===== src/pkg/arfb_pkg.sv =====
// constants, register map and field types of the audio receive buffer and rate feedback block
// Notes on behaviour
// - A finished channel word landing in the left receive buffer raises the data interrupt.
// - In 24-bit mode a word read of the left buffer returns 16 bits and parks the other 8 in a holding byte.
// - While that byte is parked, no further data interrupt is raised for it.
// - The parked byte is handed out only after the right buffer is loaded, which raises the next interrupt.
// - A 16-bit counter counts bit-clock or word-select edges, and a 16-bit register keeps the captured count.
// - Each falling edge of the start-of-frame pulse copies the counter into the capture register.
// - The same start-of-frame edge restarts the counter at zero, or at one when a counted source edge falls in that cycle.
// - Reading the capture register gives the count of the frame before the latest start-of-frame.
// - Mode register 0 holds enables for the interface, transmitter and receiver, each active at 1.
// - The rate counter runs only while its own enable bit is 1.
// - Bits 5:4 pick the channel width: 00 is 32, 01 is 24, 11 is 16, 10 reserved.
// - The receive bit order is LSB first at 0 and MSB first at 1.
// - Short received words are LSB justified at 0 and MSB justified at 1.
// - The first channel word always goes to the left buffer, then buffers alternate at each word-select edge.
// - With fewer bit clocks than the channel width, received bits are placed per the justification bit.
package arfb_pkg;
  // ***********************
  // register indices (byte address is four times the index)
  // ***********************
  localparam logic [9:0] IDX_MODE0   = 10'h310;
  localparam logic [9:0] IDX_MODE1   = 10'h311;
  localparam logic [9:0] IDX_RXDATA  = 10'h312;
  localparam logic [9:0] IDX_RATECAP = 10'h313;
  localparam logic [9:0] IDX_STATUS  = 10'h314;
  localparam logic [9:0] IDX_MASK    = 10'h315;
  localparam logic [7:0] MODE0_RST   = 8'h00;
  localparam logic [7:0] MODE1_RST   = 8'h00;
  localparam int         RATE_SRC_BIT = 2;   // mode 1: 0 counts bit clock, 1 word select
  // ***********************
  // channel widths and status bits
  // ***********************
  localparam logic [1:0] CW_32 = 2'h0;
  localparam logic [1:0] CW_24 = 2'h1;
  localparam logic [1:0] CW_16 = 2'h3;
  localparam logic [5:0] W_32  = 6'h20;
  localparam logic [5:0] W_24  = 6'h18;
  localparam logic [5:0] W_16  = 6'h10;
  localparam int ST_DATA = 0;
  localparam int ST_OVR  = 1;
  localparam int ST_RATE = 2;
  localparam int ST_W    = 3;
  localparam logic [1:0] RESP_OKAY   = 2'h0;
  localparam logic [1:0] RESP_SLVERR = 2'h2;
  // mode register 0 layout, bit 7 first
  typedef struct packed {
    logic       rx_justify;
    logic       rx_bit_order;
    logic       slot_width_sel_hi;
    logic       slot_width_sel_lo;
    logic       rate_count_on;
    logic       rx_on;
    logic       tx_on;
    logic       interface_on;
  } arfb_mode0_t;
  // link pins after synchronising
  typedef struct packed {
    logic sck;
    logic word_select;
    logic sd;
    logic sof;
  } arfb_link_t;
  typedef enum logic [5:0] {
    RD_IDLE = 6'h01,
    RD_L_LO = 6'h02,
    RD_L_HI = 6'h04,
    RD_HOLD = 6'h08,
    RD_R_LO = 6'h10,
    RD_R_HI = 6'h20
  } arfb_rd_t;
endpackage


===== src/hdl/arfb_top.sv =====
// receive buffers, holding byte, rate feedback counter and register slave of the audio interface
`timescale 1ns/1ps
module arfb_top (
  // clock, reset, enable
  input  wire logic        aclk,
  input  wire logic        aresetn,
  input  wire logic        ce,
  // axi4-lite slave
  input  wire logic [11:0] s_axi_awaddr,
  input  wire logic        s_axi_awvalid,
  output logic             s_axi_awready,
  input  wire logic [31:0] s_axi_wdata,
  input  wire logic [3:0]  s_axi_wstrb,
  input  wire logic        s_axi_wvalid,
  output logic             s_axi_wready,
  output logic [1:0]       s_axi_bresp,
  output logic             s_axi_bvalid,
  input  wire logic        s_axi_bready,
  input  wire logic [11:0] s_axi_araddr,
  input  wire logic        s_axi_arvalid,
  output logic             s_axi_arready,
  output logic [31:0]      s_axi_rdata,
  output logic [1:0]       s_axi_rresp,
  output logic             s_axi_rvalid,
  input  wire logic        s_axi_rready,
  // serial link and frame pulse
  input  wire logic        sck,
  input  wire logic        word_select,
  input  wire logic        rx_sd,
  input  wire logic        sof_pulse,
  // interrupt
  output logic             irq
);
  // ***********************
  // state
  // ***********************
  arfb_pkg::arfb_mode0_t mode0;
  logic [7:0]            mode1;
  arfb_pkg::arfb_link_t  s1, s2, s3;
  arfb_pkg::arfb_rd_t    rd_state;
  logic [31:0]           sr, left_buf, right_buf, aligned, rd_val;
  logic [7:0]            hold;
  logic [5:0]            nbits, chan_w;
  logic                  started, chan_right, rx_en, sel_last;
  logic [15:0]           rate_cnt, rate_cap;
  logic [arfb_pkg::ST_W-1:0] status, mask, st_set, st_clr;
  logic                  aw_held, w_held, wr_do, rd_do, data_evt;
  logic [9:0]            aw_idx;
  logic [31:0]           w_data;
  logic [3:0]            w_strb;
  logic                  sck_rise, sel_edge, sof_fall, src_edge, store_evt, rd_data;
  localparam logic [5:0] W32M = arfb_pkg::W_32;

  // ***********************
  // link synchroniser
  // ***********************
  // two stages before use; the third stage only feeds edge detection
  always_ff @(posedge aclk) begin
    if (!aresetn) begin
      s1 <= '0;
      s2 <= '0;
      s3 <= '0;
      sel_last <= 1'b0;
    end else if (ce) begin
      s1 <= {sck, word_select, rx_sd, sof_pulse};
      s2 <= s1;
      s3 <= s2;
      if (sck_rise || !rx_en) sel_last <= s2.word_select; // select level as last seen at a bit clock edge
    end
  end

  // edges of the synchronised pins
  assign sck_rise = s2.sck & ~s3.sck;
  assign sel_edge = sck_rise & (s2.word_select != sel_last);
  assign sof_fall = s3.sof & ~s2.sof;
  assign src_edge = mode1[arfb_pkg::RATE_SRC_BIT] ? (s2.word_select & ~s3.word_select) : sck_rise;
  assign rx_en    = mode0.interface_on & mode0.rx_on;
  assign store_evt = sel_edge & started & rx_en;

  // ***********************
  // channel width and placement
  // ***********************
  // reserved code 10 behaves as 32 bits
  always_comb begin
    unique case ({mode0.slot_width_sel_hi, mode0.slot_width_sel_lo})
      arfb_pkg::CW_24: chan_w = arfb_pkg::W_24;
      arfb_pkg::CW_16: chan_w = arfb_pkg::W_16;
      default:         chan_w = arfb_pkg::W_32;
    endcase
  end

  // short words land per the justification bit
  always_comb begin
    if (mode0.rx_bit_order) begin
      aligned = mode0.rx_justify ? (sr << (chan_w - nbits)) : sr;
    end else begin
      aligned = mode0.rx_justify ? (sr >> (W32M - chan_w)) : (sr >> (W32M - nbits));
    end
    aligned = aligned & ~(32'hFFFFFFFF << chan_w);
  end
  // ***********************
  // receive shift register
  // ***********************
  // bits past the channel width are dropped rather than wrapping
  always_ff @(posedge aclk) begin
    if (!aresetn) begin
      sr         <= '0;
      nbits      <= '0;
      started    <= 1'b0;
      chan_right <= 1'b0;
      left_buf   <= '0;
      right_buf  <= '0;
    end else if (ce) begin
      if (!rx_en) begin
        started    <= 1'b0;
        chan_right <= 1'b0;
        nbits      <= '0;
      end else if (sel_edge) begin
        started <= 1'b1;
        sr      <= mode0.rx_bit_order ? {31'h0, s2.sd} : {s2.sd, 31'h0};
        nbits   <= 6'h01;
        if (!started) begin
          chan_right <= 1'b0;
        end else begin
          chan_right <= ~chan_right;
          if (chan_right) begin
            right_buf <= aligned;
          end else begin
            left_buf <= aligned;
          end
        end
      end else if (sck_rise && started && nbits < chan_w) begin
        sr    <= mode0.rx_bit_order ? {sr[30:0], s2.sd} : {s2.sd, sr[31:1]};
        nbits <= nbits + 6'h01;
      end
    end
  end

  // ***********************
  // read pacing of the data buffer
  // ***********************
  // data returned by a read of the buffer address in each step
  always_comb begin
    rd_val = '0;
    unique case (rd_state)
      arfb_pkg::RD_L_LO: rd_val = {16'h0, left_buf[15:0]};
      arfb_pkg::RD_L_HI: rd_val = {16'h0, left_buf[31:16]};
      arfb_pkg::RD_R_LO: rd_val = (chan_w == arfb_pkg::W_24) ? {16'h0, right_buf[7:0], hold} : {16'h0, right_buf[15:0]};
      arfb_pkg::RD_R_HI: rd_val = (chan_w == arfb_pkg::W_24) ? {16'h0, right_buf[23:8]} : {16'h0, right_buf[31:16]};
      arfb_pkg::RD_IDLE, arfb_pkg::RD_HOLD: rd_val = '0;
    endcase
  end

  assign rd_data  = rd_do & (s_axi_araddr[11:2] == arfb_pkg::IDX_RXDATA);
  // a new request follows a store or a read that leaves more to fetch
  assign data_evt = store_evt | (rd_data & chan_w == arfb_pkg::W_32 & rd_state == arfb_pkg::RD_L_LO)
                  | (rd_data & chan_w != arfb_pkg::W_16 & rd_state == arfb_pkg::RD_R_LO);

  // a store beats a read in the same cycle, since the fresh word must be announced
  always_ff @(posedge aclk) begin
    if (!aresetn) begin
      rd_state <= arfb_pkg::RD_IDLE;
      hold     <= '0;
    end else if (ce) begin
      if (!rx_en) begin
        rd_state <= arfb_pkg::RD_IDLE;
      end else if (store_evt) begin
        rd_state <= chan_right ? arfb_pkg::RD_R_LO : arfb_pkg::RD_L_LO;
      end else if (rd_data) begin
        unique case (rd_state)
          arfb_pkg::RD_L_LO: begin
            if (chan_w == arfb_pkg::W_24) begin
              hold     <= left_buf[23:16];
              rd_state <= arfb_pkg::RD_HOLD;
            end else begin
              rd_state <= (chan_w == arfb_pkg::W_32) ? arfb_pkg::RD_L_HI : arfb_pkg::RD_IDLE;
            end
          end
          arfb_pkg::RD_R_LO: rd_state <= (chan_w == arfb_pkg::W_16) ? arfb_pkg::RD_IDLE : arfb_pkg::RD_R_HI;
          arfb_pkg::RD_L_HI, arfb_pkg::RD_R_HI: rd_state <= arfb_pkg::RD_IDLE;
          arfb_pkg::RD_IDLE, arfb_pkg::RD_HOLD: rd_state <= rd_state;
        endcase
      end
    end
  end

  // ***********************
  // rate feedback
  // ***********************
  always_ff @(posedge aclk) begin
    if (!aresetn) begin
      rate_cnt <= '0;
      rate_cap <= '0;
    end else if (ce) begin
      if (sof_fall) begin
        rate_cap <= rate_cnt;
        rate_cnt <= {15'h0, src_edge & mode0.rate_count_on};
      end else if (mode0.rate_count_on && src_edge) begin
        rate_cnt <= rate_cnt + 16'h0001;
      end
    end
  end

  // ***********************
  // interrupt status
  // ***********************
  assign st_set = {sof_fall, store_evt & rd_state != arfb_pkg::RD_IDLE & rd_state != arfb_pkg::RD_HOLD, data_evt};
  assign st_clr = (wr_do && aw_idx == arfb_pkg::IDX_STATUS && w_strb[0]) ? w_data[arfb_pkg::ST_W-1:0] : '0;

  // set wins over a clear in the same cycle
  always_ff @(posedge aclk) begin
    if (!aresetn) begin
      status <= '0;
    end else if (ce) begin
      status <= (status & ~st_clr) | st_set;
    end
  end

  assign irq = |(status & mask);

  // ***********************
  // axi4-lite write
  // ***********************
  assign s_axi_awready = ~aw_held & ~s_axi_bvalid & ce;
  assign s_axi_wready  = ~w_held & ~s_axi_bvalid & ce;
  assign wr_do         = aw_held & w_held & ~s_axi_bvalid;

  // address and data are taken in either order, then acted on together
  always_ff @(posedge aclk) begin
    if (!aresetn) begin
      aw_held      <= 1'b0;
      w_held       <= 1'b0;
      aw_idx       <= '0;
      w_data       <= '0;
      w_strb       <= '0;
      s_axi_bvalid <= 1'b0;
      s_axi_bresp  <= arfb_pkg::RESP_OKAY;
    end else if (ce) begin
      if (s_axi_awvalid && s_axi_awready) begin
        aw_held <= 1'b1;
        aw_idx  <= s_axi_awaddr[11:2];
      end
      if (s_axi_wvalid && s_axi_wready) begin
        w_held <= 1'b1;
        w_data <= s_axi_wdata;
        w_strb <= s_axi_wstrb;
      end
      if (wr_do) begin
        aw_held      <= 1'b0;
        w_held       <= 1'b0;
        s_axi_bvalid <= 1'b1;
        s_axi_bresp  <= (aw_idx >= arfb_pkg::IDX_MODE0 && aw_idx <= arfb_pkg::IDX_MASK)
                        ? arfb_pkg::RESP_OKAY : arfb_pkg::RESP_SLVERR;
      end else if (s_axi_bvalid && s_axi_bready) begin
        s_axi_bvalid <= 1'b0;
      end
    end
  end

  // writable registers; the capture register has no write path
  always_ff @(posedge aclk) begin
    if (!aresetn) begin
      mode0 <= arfb_pkg::MODE0_RST;
      mode1 <= arfb_pkg::MODE1_RST;
      mask  <= '0;
    end else if (ce && wr_do && w_strb[0]) begin
      if (aw_idx == arfb_pkg::IDX_MODE0) begin
        mode0 <= w_data[7:0];
      end
      if (aw_idx == arfb_pkg::IDX_MODE1) begin
        mode1 <= w_data[7:0];
      end
      if (aw_idx == arfb_pkg::IDX_MASK) begin
        mask <= w_data[arfb_pkg::ST_W-1:0];
      end
    end
  end

  // ***********************
  // axi4-lite read
  // ***********************
  assign s_axi_arready = ~s_axi_rvalid & ce;
  assign rd_do         = s_axi_arvalid & s_axi_arready;

  // data reads have a side effect, so each is taken once
  always_ff @(posedge aclk) begin
    if (!aresetn) begin
      s_axi_rvalid <= 1'b0;
      s_axi_rdata  <= '0;
      s_axi_rresp  <= arfb_pkg::RESP_OKAY;
    end else if (ce) begin
      if (rd_do) begin
        s_axi_rvalid <= 1'b1;
        s_axi_rresp  <= arfb_pkg::RESP_OKAY;
        unique case (s_axi_araddr[11:2])
          arfb_pkg::IDX_MODE0:   s_axi_rdata <= {24'h0, mode0};
          arfb_pkg::IDX_MODE1:   s_axi_rdata <= {24'h0, mode1};
          arfb_pkg::IDX_RXDATA:  s_axi_rdata <= rd_val;
          arfb_pkg::IDX_RATECAP: s_axi_rdata <= {16'h0, rate_cap};
          arfb_pkg::IDX_STATUS:  s_axi_rdata <= {29'h0, status};
          arfb_pkg::IDX_MASK:    s_axi_rdata <= {29'h0, mask};
          default: begin
            s_axi_rdata <= '0;
            s_axi_rresp <= arfb_pkg::RESP_SLVERR;
          end
        endcase
      end else if (s_axi_rvalid && s_axi_rready) begin
        s_axi_rvalid <= 1'b0;
      end
    end
  end
endmodule


===== config.mk =====
export PLATFORM = sky130hd
export DESIGN_NAME = arfb_top
export DESIGN_NICKNAME = d
export VERILOG_FILES = /design/src/pkg/arfb_pkg.sv /design/src/hdl/arfb_top.sv
export SDC_FILE = /design/constraint.sdc
export NUM_CORES = 1
export LEC_CHECK = 0
export BUFFER_PORTS_ARGS = -buffer_cell sky130_fd_sc_hd__buf_2
export CAP_MARGIN = 20
export CELL_PAD_IN_SITES_DETAIL_PLACEMENT = 1
export CELL_PAD_IN_SITES_GLOBAL_PLACEMENT = 1
export CORE_MARGIN = 2
export CORE_UTILIZATION = 40
export DETAILED_ROUTE_END_ITERATION = 8
export PLACE_DENSITY = 0.81
export SLEW_MARGIN = 10
export SYNTH_ARGS = -nofsm -noshare
export SYNTH_HDL_FRONTEND = slang
export SYNTH_SLANG_ARGS = --single-unit

===== constraint.sdc =====
create_clock -name aclk -period 4.55 [get_ports aclk]
set_input_delay 0.455 -clock aclk [delete_from_list [all_inputs] [get_ports aclk]]
set_output_delay 0.455 -clock aclk [all_outputs]
set_load 0.01 [all_outputs]

* Word-level counts from Yosys, hierarchy flattened
Index checks and enable logic that the tools add are counted.
** Storage, ports and cells
- Input bits :: 72
- Logic and storage cells :: 211
- Output and inout port bits :: 42
- Register bits :: 243
** Operators by class
- Mux-type cells :: 42
- Bitwise logic cells :: 40
- Order comparisons :: 3
- Reductions and logical operators :: 45
- Eq/ne operators :: 29
- Add/subtract/negate cells :: 5
- Shift-type cells :: 4
** Operator list (count)
- $mux 32 :: 7
- $pmux 32 s6 :: 1
- $pmux 32 s5 :: 1
- $eq 10x10->1 const B :: 10
- $mux 16 :: 4
- $shr 32x6->32 :: 2
- $mux 6 :: 7
- $and 32x32->32 :: 1
- $not 32->32 :: 1
- $reduce_and 2->1 :: 16
- $shl 32x6->32 :: 1
- $shl 32x6->32 const A :: 1
- $and 1x1->1 :: 23
- $eq 6x5->1 const B :: 3
- $pmux 6 s3 :: 1
- $add 16x1->16 const B :: 1
- $mux 1 :: 14
- $eq 6x6->1 const B :: 2
- $logic_and 1x1->1 :: 12
- $pmux 6 s2 :: 1
- $reduce_bool 2->1 :: 6
- $sub 6x6->6 const A :: 2
- $ge 10x10->1 const B :: 1
- $le 10x10->1 const B :: 1
- 33 further kinds :: 49

* Logic depth before layout (Yosys ltp)
- Depth after elaboration :: 9
- Depth in mapped cells :: 15
- Gate-level depth less buffers :: 9

* Least setup slack after synthesis
Ideal clock, no wire load.
- Path kind :: reg2reg
- From :: register mode0[4] in the netlist's numbering
- To :: register left_buf[15]
- Setup slack :: 1.195 ns
- Buffers on the path :: 5
- Cell stages (with the launch flop) :: 15
- Arrival time :: 3.280 ns
- Period minus slack after synthesis :: 3.355 ns
- Data required time :: 4.476 ns
- Library setup time :: 0.074 ns
- Path through :: dfxtp_1 buf_2 nand2b_1 clkbuf_1 inv_2 buf_2 ha_1 buf_2 or4b_1 mux2i_1 a21oi_1 buf_2 nand2_1 o2bb2a_1 a31oi_1
** On the way
- Word-level cells in the longest chain between the ends :: 7
- Elaborated cells on any way between the ends :: 13
- Classes of those cells :: add/sub: 2; eq/ne: 2; shift: 3; mux: 4; bitwise: 2
** RTL lines
- start: declaration :: RTL line arfb_top.sv:37 : arfb_pkg::arfb_mode0_t mode0;
- start signal: assignment :: RTL line arfb_top.sv:263 : mode0 <= arfb_pkg::MODE0_RST;
- start signal: assignment :: RTL line arfb_top.sv:268 : mode0 <= w_data[7:0];
- $eq 2x2->1 / $eq 2x1->1 (equally long branches) :: RTL line arfb_top.sv:85 : unique case ({mode0.slot_width_sel_hi, mode0.slot_width_sel_lo})
- $pmux 6 s2 * :: RTL line arfb_top.sv:85
- $sub 6x6->6, on equally long branches :: RTL line arfb_top.sv:97, arfb_top.sv:95
- $shr 32x6->32 / $shl 32x6->32 (equally long branches) :: RTL line arfb_top.sv:97, arfb_top.sv:95
- $mux 32, on equally long branches :: RTL line arfb_top.sv:97, arfb_top.sv:95
- $mux 32 :: RTL line arfb_top.sv:94 : if (mode0.rx_bit_order) begin
- $and 32x32->32 * :: RTL line arfb_top.sv:99 : aligned = aligned & ~(32'hFFFFFFFF << chan_w);
- end signal: assignment :: RTL line arfb_top.sv:129 : left_buf <= aligned;
- end: declaration :: RTL line arfb_top.sv:41 : logic [31:0] sr, left_buf, right_buf, aligned, rd_val;
Every way passes the cells marked *; elsewhere a longest branch is shown, timed or not.
A chain may end at the register's enable or synchronous reset.

* Worst setup path in the final report
- From :: register nbits[0]
- To :: register left_buf[12]
** On the way
- Word-level cells in the longest chain between the ends :: 5
- Elaborated cells on any way between the ends :: 8
- Classes of those cells :: add/sub: 2; shift: 2; mux: 3; bitwise: 1
** RTL lines
- start: declaration :: RTL line arfb_top.sv:43 : logic [5:0] nbits, chan_w;
- start signal: assignment :: RTL line arfb_top.sv:134 : nbits <= nbits + 6'h01;
- $sub 6x6->6, on equally long branches :: RTL line arfb_top.sv:97, arfb_top.sv:95
- $shr 32x6->32 / $shl 32x6->32 (equally long branches) :: RTL line arfb_top.sv:97, arfb_top.sv:95
- $mux 32, on equally long branches :: RTL line arfb_top.sv:97, arfb_top.sv:95
- $mux 32 * :: RTL line arfb_top.sv:94
- $and 32x32->32 * :: RTL line arfb_top.sv:99
Marks and branches as above.

==> qor_table.md <==
| Stage | Item | Reported |
| --- | --- | --- |
| yosys | Count of flip-flops with a built-in enable after synthesis | 0 |
| cells and area | P&R area growth vs syn | 9.190% |
| cells and area | Layout Cells excl Fill | 2500 |
| worst hold path | Class of the tightest hold or removal check | in -> reg |
| yosys | Syn_area_per_cell | 8.003 um2 |
| yosys | Post-synthesis cell count | 1992 |
| yosys | Synth Area in Adders | 0.4709% |
| floorplan | CORE AREA | 0.03955 mm2 |
| floorplan | Row count | 73 |
| global routing | Via count of the first global-routing pass | 16230 |
| clocking | Maximum clock path buffer count | 3 |
| worst setup path | Slowest stage cell on the critical path | sky130_fd_sc_hd__ha_2 |
| routing | Detailed-route via count | 16290 |
| clocking | Number of gates resized after cts | 0 |
| place | DP Area | 0.01656 mm2 |
| sta | Final count of hold timing violations | 0 |
| cells and area | Final Util | 44.02% |
| yosys | Main combinational cell family by area after synthesis | compound AO/OA/AOI/OAI gates |
| place | Final weighted congestion of routability-driven global placement | 0.9722 |
| floorplan | Die Area | 0.04147 mm2 |
| worst setup path | Worst path arrival time | 4450 ps |
| sta | Worst slew slack as a fraction of its limit | 29.83% |
| cells and area | Leading cell types in the layout, fill and taps excluded | sky130_fd_sc_hd__dfxtp_1, sky130_fd_sc_hd__nand2_1, sky130_fd_sc_hd__nor2_1, sky130_fd_sc_hd__mux2i_1, sky130_fd_sc_hd__a21oi_1 |
| pwr | Power per Cell Area | 244.0 mW/mm2 |
| clocking | Hold-fix buffer count after cts | 0 |
| yosys | Number of storage elements in the synthesis netlist | 225 |
| place | Cell count after placement | 2451 |
| clocking | Reg clk slew, reported paths | 60 ps |
| sta | Upper clock frequency limit | 0.2472 GHz |
| routing | Average wire length per cell after detail routing | 26.08 um |
| yosys | YS warnings | 0 |
| worst setup path | Endpoint kind of the worst setup timing path | flop |
| floorplan | Die span in y | 203.6 um |
| worst setup path | CP max stage delay | 660 ps |
| yosys | Post-Synthesis Cell Area | 0.01594 mm2 |
| yosys | Part of the Yosys area used for sequential elements | 28.25% |
| yosys | Netlist cell types | 101 |
| place | Count of input and output buffers | 64 |
| yosys | Primary FF master, synth | sky130_fd_sc_hd__dfxtp_1 |
| yosys | Portion of netlist area occupied by mux cells | 16.48% |
| worst setup path | Setup Crit Path Kind | reg -> reg |
| cells and area | Commonest non-fill, non-tap cell in the layout | sky130_fd_sc_hd__dfxtp_1 |
| global routing | Largest net degree at the start of global routing | 80 |
| floorplan | Initial standard-cell utilization of the core | 40.31% |
| clocking | Clock tree sinks | 225 |
| sta | Final sum of negative setup slack | 0 ps |
| cells and area | Filler cells | 4793 |
| place | Post-DP HPWL | 46670 um |
| floorplan | Width of the die | 203.6 um |
| sta | Final Setup Violations | 0 |
| sta | RSZ-0062 raised after global routing | no |
| yosys | Synth Area in Compound Gates | 25.56% |
| clocking | CTS tree | done |
| routing | Drt initial violations | 1772 |
| routing | Remaining DRCs | 0 |
| routing | Routed vias/inst | 6.518 |
| sta | Fin Hold WS | 135.2 ps |
| worst setup path | CP cell instances | inv_1, ha_2, buf_4, mux2_2, mux2i_1, mux4_2, nor2b_1, a221oi_1, a31oi_1 |
| global routing | Number of antenna violations at the first check in global routing | 1 |
| yosys | Post-synthesis async set-or-reset flop share | 0% |
| pwr | Worst-case vdd ir drop | 0.2388 mV |
| cells and area | Final instance area | 0.01741 mm2 |
| outcome | Outcome | finished clean |
| clocking | H-tree levels | 1 |
| yosys | Synthesized-area fraction occupied by xor and xnor cells | 1.256% |
| global routing | GRT overflow | 0 |
| worst setup path | Highest net fanout along the worst path | 42 |
| routing | Drt total wl | 65190 um |
| sta | Measured slew at the worst slew-check pin | 1051 ps |
| worst setup path | CP required | 4960 ps |
| clocking | Root buffer cell | sky130_fd_sc_hd__clkbuf_16 |
| cells and area | Number of nets in the layout | 2033 |
| routing | Remaining antenna violation count | 0 |
| sta | Time the worst path needs with I/O delays and setup | 4046 ps |
| sta | Clock tree skew after final layout | 24.58 ps |
| routing | First-pass iteration count of the detailed router | 5 |
| pwr | P_leak | 6.184 nW |
| worst setup path | Worst setup SP type | flop |
| global routing | Global router's overall resource usage | 30.65% |
| clocking | Total CTS buffers | 26 |
| run | Max-cap violations | 0 |
| clocking | Buffers inserted during post-CTS setup optimization | 0 |
| sta | Pins Over Slew Limit | 0 |
| clocking | Source-to-sink clock delay at the later pin of the worst-skew pair | 570 ps |
| yosys | Share of synthesized cell area in and, or, nand and nor gates | 20.80% |
| sta | Fin crit share | 88.92% |
| floorplan | I/O Pins | 114 |
| cells and area | Antenna diode instance count | 0 |
| global routing | First-pass GRT wire length | 99040 um |
| cells and area | Ratio of cells with drive above 1 in the final layout | 15.59% |
==> flip-flops by register name, indices dropped and copies added, names as in the netlist, 3 cells and up <==
name / count
left_buf: 32
s2: 4
s3: 3
status: 3
nbits: 6
hold: 8
w_data: 8
rate_cnt: 16
s1: 4
mode1: 8
mode0: 8
mask: 3
aw_idx: 10
s_axi_rdata: 16
rd_state: 6
rate_cap: 16
sr: 32
right_buf: 32
==> cell families after synthesis <==
kind of cell             after synthesis
XOR/XNOR                              22
flip-flops                           225
buffers and inverters                251
AND/OR/NAND/NOR                      682
other                                  1
multiplexers                         221
adder cells (fa/ha/maj)                6
AO/OA/AOI/OAI                        584
==> routing by layer <==
layer  vias up  GRT usage, %  share of wire [%]
met3       182         5.385                7.6
met4         0         12.43                4.2
met1      8096         40.90                 42
met2       719         48.88                 46
li1       7297             -                  -
met5         -             0                  0
==> through the flow <==
stage               power (W)  setup slack (ps)
floorplan            0.002157              1195
global placement     0.002196             804.7
detailed placement   0.002202             699.3
CTS                  0.004276             676.1
global route         0.004370             413.3
finish               0.004248             504.3
==> cell type report <==
type	count	area [um2]	share of cell area, %
tap	525	656.9	3.773
multi-input combinational	1533	10420	59.87
timing repair buffer	131	833.3	4.787
sequential	225	4511	25.91
clock buffer	39	749.5	4.305
clock inverter	9	90.09	0.5175
inverter	38	145.1	0.8338
==> worst max-delay path, delay by kind of cell (launching register included) <==
kind                     cells  cell delay (ps)
multiplexers                 3             1280
AO/OA/AOI/OAI                2              720
AND/OR/NAND/NOR              1               90
flip-flops                   1              620
buffers and inverters        2              490
adder cells (fa/ha/maj)      1              660
==> where the power goes <==
group / internal, W / total, W / leakage, nW / switching, W
clock network: 0.00120 / 0.00209 / 0.407 / 0.000890
registers: 0.00199 / 0.00200 / 1.82 / 0.0000144
logic: 0.0000504 / 0.000157 / 3.96 / 0.000107
==> synth_stat cells, types with 10 or more instances <==
cell type / number / area (um2)
sky130_fd_sc_hd__xor2_1: 13 / 113.9
sky130_fd_sc_hd__buf_4: 27 / 202.7
sky130_fd_sc_hd__o211ai_1: 25 / 187.7
sky130_fd_sc_hd__nor4_1: 10 / 62.56
sky130_fd_sc_hd__nand2b_1: 23 / 143.9
sky130_fd_sc_hd__a31oi_1: 36 / 225.2
sky130_fd_sc_hd__a32o_1: 14 / 140.1
sky130_fd_sc_hd__nand4_1: 18 / 112.6
sky130_fd_sc_hd__inv_1: 32 / 120.1
sky130_fd_sc_hd__clkbuf_1: 127 / 476.7
sky130_fd_sc_hd__nor3b_1: 24 / 180.2
sky130_fd_sc_hd__and3_1: 15 / 93.84
sky130_fd_sc_hd__nand2_1: 218 / 818.3
sky130_fd_sc_hd__a22oi_1: 41 / 307.8
sky130_fd_sc_hd__a211oi_1: 24 / 180.2
sky130_fd_sc_hd__mux2_2: 61 / 686.9
sky130_fd_sc_hd__o211a_1: 10 / 100.1
sky130_fd_sc_hd__buf_2: 45 / 225.2
sky130_fd_sc_hd__nor2_1: 196 / 735.7
sky130_fd_sc_hd__mux4_2: 27 / 608.1
sky130_fd_sc_hd__o22ai_1: 16 / 100.1
sky130_fd_sc_hd__nand3_1: 44 / 220.2
sky130_fd_sc_hd__o21ai_0: 95 / 475.5
sky130_fd_sc_hd__or3_1: 12 / 75.07
sky130_fd_sc_hd__o2111ai_1: 12 / 105.1
sky130_fd_sc_hd__a21oi_1: 125 / 625.6
sky130_fd_sc_hd__and2_1: 11 / 68.82
sky130_fd_sc_hd__nor2b_1: 15 / 93.84
sky130_fd_sc_hd__o31ai_1: 20 / 150.1
sky130_fd_sc_hd__a221oi_1: 21 / 183.9
sky130_fd_sc_hd__dfxtp_1: 225 / 4504
sky130_fd_sc_hd__mux2i_1: 132 / 1321
sky130_fd_sc_hd__nor3_1: 38 / 190.2
==> worst paths after layout <==
path | startpoint | to | slack, ps | depth (start not counted)
worst max register to register | nbits[0]$_SDFFE_PN0P_ | left_buf[12]$_SDFFE_PN0P_ | 500 | 9
worst max-delay path | nbits[0]$_SDFFE_PN0P_ | left_buf[12]$_SDFFE_PN0P_ | 500 | 9
worst min-delay path | s_axi_awaddr[6] | aw_idx[4]$_SDFFE_PN0P_ | 140 | 3
worst min register to register | s_axi_rdata[3]$_SDFFE_PN0P_ | s_axi_rdata[3]$_SDFFE_PN0P_ | 460 | 2
No activity file was read; power rests on OpenSTA's default activity.
